**src/monitor_alarm_defines.svh**
```systemverilog
`ifndef MONITOR_ALARM_DEFINES_SVH
`define MONITOR_ALARM_DEFINES_SVH

// ****************************************************************
// Register offsets
// ****************************************************************
`define LIMIT_TOP_OFFSET 8'h1F
`define MEASURE_BASE_OFFSET 8'h60
`define MEASURE_TOP_OFFSET 8'h67
`define CONV_UPDATE_OFFSET 8'h6F
`define ALARM_FLAGS_OFFSET 8'h70
`define INT_STATUS_OFFSET 8'h71
`define PAGE_SELECT_OFFSET 8'h7F
`define INT_ENABLE_OFFSET 8'h88

// ****************************************************************
// Field positions and reset values
// ****************************************************************
`define UPDATE_TOP_BIT 7
`define ALARM_TOP_BIT 7
`define INT_STATUS_BIT 0
`define PAGE_TABLE_01 2'h1
`define PAGE_RESET 2'h0
`define INT_ENABLE_RESET 8'hF0
`define LIMIT_RESET 8'h00

`endif

```
**src/monitor_alarm_pkg.sv**
```systemverilog
`default_nettype none

package monitor_alarm_pkg;

  typedef struct packed {
    logic [15:0] high;
    logic [15:0] low;
  } limit_pair_type;

  typedef struct packed {
    logic [3:0] done;
    logic [3:0][15:0] value;
  } conversion_type;

  typedef struct packed {
    logic write;
    logic read;
    logic [7:0] addr;
    logic [7:0] wdata;
  } reg_access_type;

endpackage

`default_nettype wire

```
**src/monitor_alarm_status_regs.sv**
```systemverilog
`timescale 1ns/1ps
`default_nettype none
`include "monitor_alarm_defines.svh"

module monitor_alarm_status_regs (
  input wire logic i_clock,
  input wire logic i_resetn,
  input wire monitor_alarm_pkg::reg_access_type i_reg,
  input wire monitor_alarm_pkg::conversion_type i_conversion,
  output logic [7:0] o_reg_rdata,
  output logic [1:0] o_page_select,
  output logic o_combined_interrupt_status,
  output logic o_buffer_output_first_o,
  output logic o_buffer_output_first_oe
);

  // ****************************************************************
  // Storage
  // ****************************************************************
  logic [7:0] limit_mem [0:15];
  logic [15:0] measure_q [0:3];
  logic [7:0] int_enable_q;
  logic [1:0] page_q;
  logic [7:0] rdata_q;
  logic int_q;
  logic pin_oe_q;
  logic pin_o_q;
  logic [3:0] flag_bits;
  logic [3:0] update_clear;
  logic [3:0] high_alarm;
  logic [3:0] low_alarm;
  logic [7:0] alarm_byte;
  logic [7:0] update_byte;
  monitor_alarm_pkg::limit_pair_type limits [0:3];
  logic int_d;
  logic [7:0] rdata_d;

  function automatic logic in_limit_space(input logic [7:0] addr);
    return (addr <= `LIMIT_TOP_OFFSET) && !addr[2];
  endfunction

  function automatic logic [3:0] limit_index(input logic [7:0] addr);
    return {addr[4:3], addr[1:0]};
  endfunction

  wire logic upd_write = i_reg.write && (i_reg.addr == `CONV_UPDATE_OFFSET);

  // ****************************************************************
  // Measurement capture and update flags
  // ****************************************************************
  always_ff @(posedge i_clock) begin
    if (!i_resetn) begin
      for (int c = 0; c < 4; c++) begin
        measure_q[c] <= 16'h0000;
      end
    end else begin
      for (int c = 0; c < 4; c++) begin
        if (i_conversion.done[c]) begin
          measure_q[c] <= i_conversion.value[c];
        end
      end
    end
  end

  for (genvar c = 0; c < 4; c++) begin : g_chan
    assign update_clear[c] = upd_write && !i_reg.wdata[`UPDATE_TOP_BIT - c];
    update_flag u_flag (
      .i_clock(i_clock),
      .i_resetn(i_resetn),
      .i_set(i_conversion.done[c]),
      .i_clear(update_clear[c]),
      .o_flag(flag_bits[c])
    );
    limit_checker #(.WIDTH(16)) u_check (
      .i_clock(i_clock),
      .i_resetn(i_resetn),
      .i_value(measure_q[c]),
      .i_high(limits[c].high),
      .i_low(limits[c].low),
      .o_high_alarm(high_alarm[c]),
      .o_low_alarm(low_alarm[c])
    );
    assign alarm_byte[`ALARM_TOP_BIT - 2 * c] = high_alarm[c];
    assign alarm_byte[`ALARM_TOP_BIT - 2 * c - 1] = low_alarm[c];
    assign update_byte[`UPDATE_TOP_BIT - c] = flag_bits[c];
  end
  assign update_byte[3:0] = 4'h0;

  // ****************************************************************
  // Limit storage, most significant byte at the lower address
  // ****************************************************************
  always_comb begin
    for (int c = 0; c < 4; c++) begin
      limits[c].high = {limit_mem[4 * c], limit_mem[4 * c + 1]};
      limits[c].low = {limit_mem[4 * c + 2], limit_mem[4 * c + 3]};
    end
  end

  always_ff @(posedge i_clock) begin
    if (!i_resetn) begin
      for (int i = 0; i < 16; i++) begin
        limit_mem[i] <= `LIMIT_RESET;
      end
    end else if (i_reg.write && in_limit_space(i_reg.addr)) begin
      limit_mem[limit_index(i_reg.addr)] <= i_reg.wdata;
    end
  end

  // ****************************************************************
  // Page select and interrupt enable
  // ****************************************************************
  always_ff @(posedge i_clock) begin
    if (!i_resetn) begin
      page_q <= `PAGE_RESET;
    end else if (i_reg.write && (i_reg.addr == `PAGE_SELECT_OFFSET)) begin
      page_q <= i_reg.wdata[1:0];
    end
  end

  // The enable byte lives in the upper memory of table 01 only.
  always_ff @(posedge i_clock) begin
    if (!i_resetn) begin
      int_enable_q <= `INT_ENABLE_RESET;
    end else if (i_reg.write && (i_reg.addr == `INT_ENABLE_OFFSET) &&
                 (page_q == `PAGE_TABLE_01)) begin
      int_enable_q <= i_reg.wdata;
    end
  end

  // ****************************************************************
  // Combined interrupt and buffer pin
  // ****************************************************************
  always_comb begin
    int_d = 1'b0;
    for (int c = 0; c < 4; c++) begin
      int_d = int_d | ((high_alarm[c] | low_alarm[c]) &
                       int_enable_q[`UPDATE_TOP_BIT - c]);
    end
  end

  always_ff @(posedge i_clock) begin
    if (!i_resetn) begin
      int_q <= 1'b0;
    end else begin
      int_q <= int_d;
    end
  end

  // The pin is pulled low while quiet and released high on an interrupt.
  always_ff @(posedge i_clock) begin
    if (!i_resetn) begin
      pin_oe_q <= 1'b1;
      pin_o_q <= 1'b0;
    end else begin
      pin_oe_q <= !int_q;
      pin_o_q <= 1'b0;
    end
  end

  // ****************************************************************
  // Read data
  // ****************************************************************
  always_comb begin
    rdata_d = 8'h00;
    if (in_limit_space(i_reg.addr)) begin
      rdata_d = limit_mem[limit_index(i_reg.addr)];
    end else if ((i_reg.addr >= `MEASURE_BASE_OFFSET) &&
                 (i_reg.addr <= `MEASURE_TOP_OFFSET)) begin
      rdata_d = i_reg.addr[0] ? measure_q[i_reg.addr[2:1]][7:0]
                              : measure_q[i_reg.addr[2:1]][15:8];
    end else begin
      case (i_reg.addr)
        `CONV_UPDATE_OFFSET: rdata_d = update_byte;
        `ALARM_FLAGS_OFFSET: rdata_d = alarm_byte;
        `INT_STATUS_OFFSET: rdata_d = {7'h00, int_q};
        `PAGE_SELECT_OFFSET: rdata_d = {6'h00, page_q};
        `INT_ENABLE_OFFSET: begin
          rdata_d = (page_q == `PAGE_TABLE_01) ? int_enable_q : 8'h00;
        end
        default: rdata_d = 8'h00;
      endcase
    end
  end

  always_ff @(posedge i_clock) begin
    if (!i_resetn) begin
      rdata_q <= 8'h00;
    end else if (i_reg.read) begin
      rdata_q <= rdata_d;
    end
  end

  assign o_reg_rdata = rdata_q;
  assign o_page_select = page_q;
  assign o_combined_interrupt_status = int_q;
  assign o_buffer_output_first_o = pin_o_q;
  assign o_buffer_output_first_oe = pin_oe_q;
endmodule // monitor_alarm_status_regs

`default_nettype wire

```
**src/update_flag.sv**
```systemverilog
`timescale 1ns/1ps
`default_nettype none

module update_flag (
  input wire logic i_clock,
  input wire logic i_resetn,
  input wire logic i_set,
  input wire logic i_clear,
  output logic o_flag
);

  logic flag_q;

  // A fresh result arriving with a host clear keeps the flag set.
  always_ff @(posedge i_clock) begin
    if (!i_resetn) begin
      flag_q <= 1'b0;
    end else if (i_set) begin
      flag_q <= 1'b1;
    end else if (i_clear) begin
      flag_q <= 1'b0;
    end
  end

  assign o_flag = flag_q;

endmodule // update_flag

`default_nettype wire

```
**src/limit_checker.sv**
```systemverilog
`timescale 1ns/1ps
`default_nettype none

module limit_checker #(
  parameter int WIDTH = 16
) (
  input wire logic i_clock,
  input wire logic i_resetn,
  input wire logic [WIDTH-1:0] i_value,
  input wire logic [WIDTH-1:0] i_high,
  input wire logic [WIDTH-1:0] i_low,
  output logic o_high_alarm,
  output logic o_low_alarm
);

  logic high_q;
  logic low_q;

  function automatic logic beyond(input logic [WIDTH-1:0] a,
                                  input logic [WIDTH-1:0] b);
    return a > b;
  endfunction

  always_ff @(posedge i_clock) begin
    if (!i_resetn) begin
      high_q <= 1'b0;
      low_q <= 1'b0;
    end else begin
      high_q <= beyond(i_value, i_high);
      low_q <= beyond(i_low, i_value);
    end
  end

  assign o_high_alarm = high_q;
  assign o_low_alarm = low_q;

endmodule // limit_checker

`default_nettype wire

```
**config.mk**
```make
export PLATFORM = sky130hd
export DESIGN_NAME = monitor_alarm_status_regs
export DESIGN_NICKNAME = d
export VERILOG_FILES = /design/src/monitor_alarm_pkg.sv /design/src/monitor_alarm_status_regs.sv /design/src/update_flag.sv /design/src/limit_checker.sv
export VERILOG_INCLUDE_DIRS = /design/src
export SDC_FILE = /design/constraint.sdc
export NUM_CORES = 1
export LEC_CHECK = 0
export BUFFER_PORTS_ARGS = -buffer_cell sky130_fd_sc_hd__buf_4
export CORE_MARGIN = 3
export CORE_UTILIZATION = 65
export DETAILED_ROUTE_END_ITERATION = 6
export HOLD_SLACK_MARGIN = 0.12
export PLACE_DENSITY = 0.85
export SYNTH_ARGS = -nofsm -noshare
export SYNTH_HDL_FRONTEND = slang
export SYNTH_HIERARCHICAL = 1
export SYNTH_SLANG_ARGS = --single-unit
export TNS_END_PERCENT = 50
```
**constraint.sdc**
```tcl
create_clock -name i_clock -period 5.3 [get_ports i_clock]
set_input_delay 0.265 -clock i_clock [delete_from_list [all_inputs] [get_ports i_clock]]
set_output_delay 0.265 -clock i_clock [all_outputs]
set_load 0.02 [all_outputs]
```
---- Word-level counts from Yosys, hierarchy flattened ----
Memory sizes are Yosys's and may differ from the RTL's.
Cells that the tools add are included.
operators by class
  order comparisons ....................... 11
  eq/ne operators ......................... 6
  muxes and demuxes ....................... 36
  bitwise gates (word level) .............. 15
  reductions and logical operators ........ 22
operators by type and width
  cell                                                                                 count
  16-bit > comparator                                                                  8
  16-bit two-way mux                                                                   4
  8-bit two-way mux                                                                    5
  8-bit one-hot mux with 5 select lines                                                1
  8-bit by 7-bit == test with 1-bit output, second input constant                      4
  1-bit two-way mux                                                                    25
  1-bit logical AND                                                                    11
  1-bit bitwise OR                                                                     11
  8-bit == test, second input constant                                                 1
  8-bit by 7-bit greater-or-equal comparator with 1-bit output, second input constant  1
  8-bit by 5-bit <= comparator with 1-bit output, second input constant                1
  8-bit by 7-bit <= comparator with 1-bit output, second input constant                1
  2-bit nonzero test                                                                   4
  8-bit OR reduction                                                                   1
  1-bit logical NOT                                                                    6
  1-bit bitwise AND                                                                    4
  4-bit two-way mux                                                                    1
  2-bit by 1-bit == test with 1-bit output, second input constant                      1
storage, ports and cells
  bits in registers ....................... 32
  bits in writable memories ............... 192
  output and inout bits ................... 13
  logic and storage cells ................. 109
  memories kept ........................... 2
memory list
  memory     depth  width  read ports  clocked after Yosys merged registers in  write ports  RTL line                         text
  limit_mem  16     8      17          0                                        16           monitor_alarm_status_regs.sv:20  logic [7:0] limit_mem [0:15];
  measure_q  4      16     5           0                                        4            monitor_alarm_status_regs.sv:21  logic [15:0] measure_q [0:3];

---- Depth between registers and ports, before layout ----
  depth in word-level cells ............... 8
  depth in mapped cells ................... 8
  depth with buffers taken out ............ 7

---- Cells and area by module ----
The synthesis kept the hierarchy.
by module, submodules not included
  module                                  instances  cells each  area each (sq um)  seq. area each (sq um)
  monitor_alarm_status_regs               1          700         9927.0             6165.9
  limit_checker at g_chan[0].u_check ...  3          112         845.8              40.0
  limit_checker at g_chan[2].u_check      1          113         843.3              40.0
  update_flag                             4          3           41.3               20.0

---- Least setup slack after synthesis ----
Ideal clock, no wire load.
  path type ............................... in2reg
  from .................................... in i_reg[15] (netlist bit)
  to ...................................... mem limit_mem[11][0] (enable)
  data arrival time ....................... 1810 ps
  slack ................................... 3106 ps
  cell stages on the path ................. 5
  cells stage by stage .................... buf_2 -> nor4_1 -> and3_1 -> nand3_1 -> o21ai_0
RTL lines
  element          RTL line                         text
  start, declared  monitor_alarm_status_regs.sv:8   input wire monitor_alarm_pkg::reg_access_type i_reg,
  end, declared    monitor_alarm_status_regs.sv:20

==> metrics.txt <==
status=completed; Peak VDD IR=0.000415 V; Cell Pwr Density=292 nW/um^2; DRT antenna net count=0; Placer Congestion=approximately 1; CTS tree=built; gr busiest metal=met2; Crit. End Element=flop; layout cells sized above 1=0.146; DR pass1 iterations=6; vias per cell=approximately 6.7; Die X=about 150 um; Clock power frac=0.394; area leader, netlist=edfxtp_1; FP Rows=52; yosys synthesis warning count=6; CP startpoint kind=input pin; R2R Setup Slk=roughly 3.2 ns; final net count=1,528; later-pin clock latency in the skew report=approximately 0.52 ns; IO Count=just over 100; initial antenna violation count=1; period utilization=0.539; DRT Wirelength=just over 40,000 um; core area=20,300 um^2; average wire per standard cell=approximately 26 um; root buffer cell=clkbuf_16; sw power=about 1.2 mW; DR vias=around 11,000; Area contributors post-synth=edfxtp_1, ha_1, and2_1; Synth Flop Type=edfxtp_1; IO Port Bufs=99; sequential share of power=0.464; cell count after synthesis=~1,200; full die area=between 20,000 and 25,000 um^2; Async SR Flop Fraction=0; GR Layer Usage met2=0.584; worst-margin pin slew=roughly 1.2 ns; unrepaired setup endpoints after global routing=false; final worst setup slack=approximately 2.4 ns; die height=around 150 um; fin util=0.784; total setup buffers inserted after CTS=0; Clock Skew=about 0.014 ns; Worst Path Arrival=between 2 and 3 ns; dpl hpwl=28,100 um; largest net degree at the start of global routing=72; initial cell density of the core=0.664; DRC viols=0; Setup WS pre-CTS=between 2 and 2.5 ns; Comb power frac=0.142; vias in the first global route=around 11,000; CP top delay family=compound AO/OA/AOI/OAI gates; sequential-to-total area share from yosys stat=0.475; WP buf/inv=2; Pint=roughly 3.4 mW; clock tree buffer depth=3; EDFF count, synth=192; Final Hold Fails=0; post-layout instance area=between 15,000 and 20,000 um^2; setup tns final=0 ns; worst-path maximum fanout=40; f_max=roughly 0.35 GHz; global route overflow=0; max_slew headroom=0.171; clk slew on worst S/H paths=~0.06 ns; DRT iter0 DRCs=between 1,000 and 1,500; global-route wire length before repair=roughly 62,000 um; max-slew violations=0; met1 Use GR=0.487; worst setup path class=input pin to flop; CP max stage delay=1.14 ns; Tightest Hold Check Type=input pin to flop; met3 Usage GRT=0.0848; CTS Buf Count=25; synthesized area=approximately 13,000 um^2; All-Layer GR Usage=0.374; Finish-stage setup viols=0; CP required=5.43 ns; leakage=just under 7 nW; placed standard-cell area=14,300 um^2; H-Tree Depth=1; CP cell instances=dlygate4sd3_1 -> buf_4 -> and3_1 -> nand3b_1 -> o21ai_0; Sink Count=~220; synth unique cells=between 50 and 60; fin crit period=2.86 ns; Seq cells post-synth=224; Syn Nets=about 1,400; Max Cap Viol=0; Sw Ratio=0.259; area growth from synthesis to layout=18.1%; area share of the largest cell type after synthesis=0.428; syn_area_per_cell=11.6 um^2; slowest CP cell=o21ai_0
-- synth_stat cells, types with 8 or more instances --
master and n:
edfxtp_1 192, and2_1 130, inv_1 130, ha_1 128, and3_1 70, a21oi_1 49, nor2_1 38, nand2_1 37
mux4_2 36, nand4_1 34, o21ai_0 33, dfxtp_1 32, clkbuf_1 29, nand3_1 24, mux2i_1 22, a2111oi_0 14
nor2b_1 11, nor3_1 11, buf_2 10, mux4_1 9, o211ai_1 9, o311a_1 9, a22oi_1 8, nand3b_1 8
-- area by class of cell --
type / count / area (um^2)
sequential: 224 / 6410
inverter: 130 / 488
multi-input combinational: 760 / 6350
clock inverter: 16 / 211
antenna: 3 / 7.51
fill: 1216 / 4390
tap: 270 / 338
clock buffer: 28 / 647
timing repair buffer: 171 / 1460
-- worst register-to-register path, delay by kind of cell, from the launching register on --
family / cells / cell delay, ns
simple gates: 4 / 1.34
flops: 1 / 0.37
mux: 1 / 0.31
-- cell families (layout without fill, tap and decap cells) --
logic type	count (synthesis)	count (layout)	share of synthesized area
buffers and inverters	177	345	0.0530
DFF	224	224	0.475
and+or+nand+nor	394	394	0.172
muxes	70	70	0.0966
other	1	4	0.000278
adders and majority gates	128	128	0.119
AOI/OAI and AO/OA	167	167	0.0841
-- sequential cells by signal, summed over array words and instances, names as in the netlist --
signal / count
g_chan.u_check/o_high_alarm: 4
g_chan.u_check/o_low_alarm: 4
g_chan.u_flag/o_flag: 4
int_enable_q: 8
limit_mem: 128
measure_q: 64
o_buffer_output_first_oe: 1
o_combined_interrupt_status: 1
o_page_select: 2
o_reg_rdata: 8
-- path summary, 6_finish.rpt --
path,to,startpoint,cells after the start
max,limit_mem[13][0],i_resetn,5
min,g_chan[1].u_flag/o_flag,i_conversion[65],2
max reg2reg,int_enable_q[0],o_page_select[0],5
min reg2reg,o_buffer_output_first_oe,o_combined_interrupt_status,1
-- power by group through the flow --
stage	combinational (mW)	clock [mW]	sequential (mW)
2_1_floorplan	0.399	0	2.10
3_3_place_gp	0.559	0	2.18
3_5_place_dp	0.587	0	2.18
4_1_cts	0.638	1.82	2.15
5_1_grt	0.719	1.90	2.16
6_report	0.660	1.83	2.16
-- stage by stage --
stage | std cells | total power [mW] | hold slack, ns
3_5_place_dp | 1485 | 2.77 | 0.397
3_3_place_gp | 1485 | 2.74 | 0.389
2_1_floorplan | 1161 | 2.50 | 0.382
5_1_grt | 1600 | 4.78 | 0.156
4_1_cts | 1599 | 4.60 | 0.135
6_report | 1602 | 4.65 | 0.164
-- cells in the final DEF (no fill, tap or decap), types with 5 or more instances in the layout --
cell type / n
nor2b_1: 11
a221o_1: 7
inv_1: 130
nor3_1: 11
bufinv_16: 5
o311a_1: 9
nand3_1: 24
mux4_2: 36
and2_1: 130
o211ai_1: 9
and3_1: 70
nor2_1: 38
clkinv_2: 6
a21oi_2: 7
a2111oi_0: 14
nand3b_1: 8
mux2i_1: 22
nand2b_1: 7
nand4_1: 34
o21ai_0: 33
ha_1: 128
a21o_1: 7
clkbuf_16: 25
edfxtp_1: 192
mux4_1: 9
a21oi_1: 49
or4_1: 7
a22oi_1: 8
buf_4: 101
nand2_1: 37
dlygate4sd3_1: 70
dfxtp_1: 32
-- metal layers --
metal,routed length [um],up-vias
met1,14400,5019
met5,0,-
li1,-,4637
met4,2890,0
met3,5630,211
met2,18700,834
-- timing repair --
item | CTS | global route
resized for setup | 0 | 0
hold buffers | 70 | 0
hold endpoints to repair | 75 | 0
(Power assumes the default switching activity.)
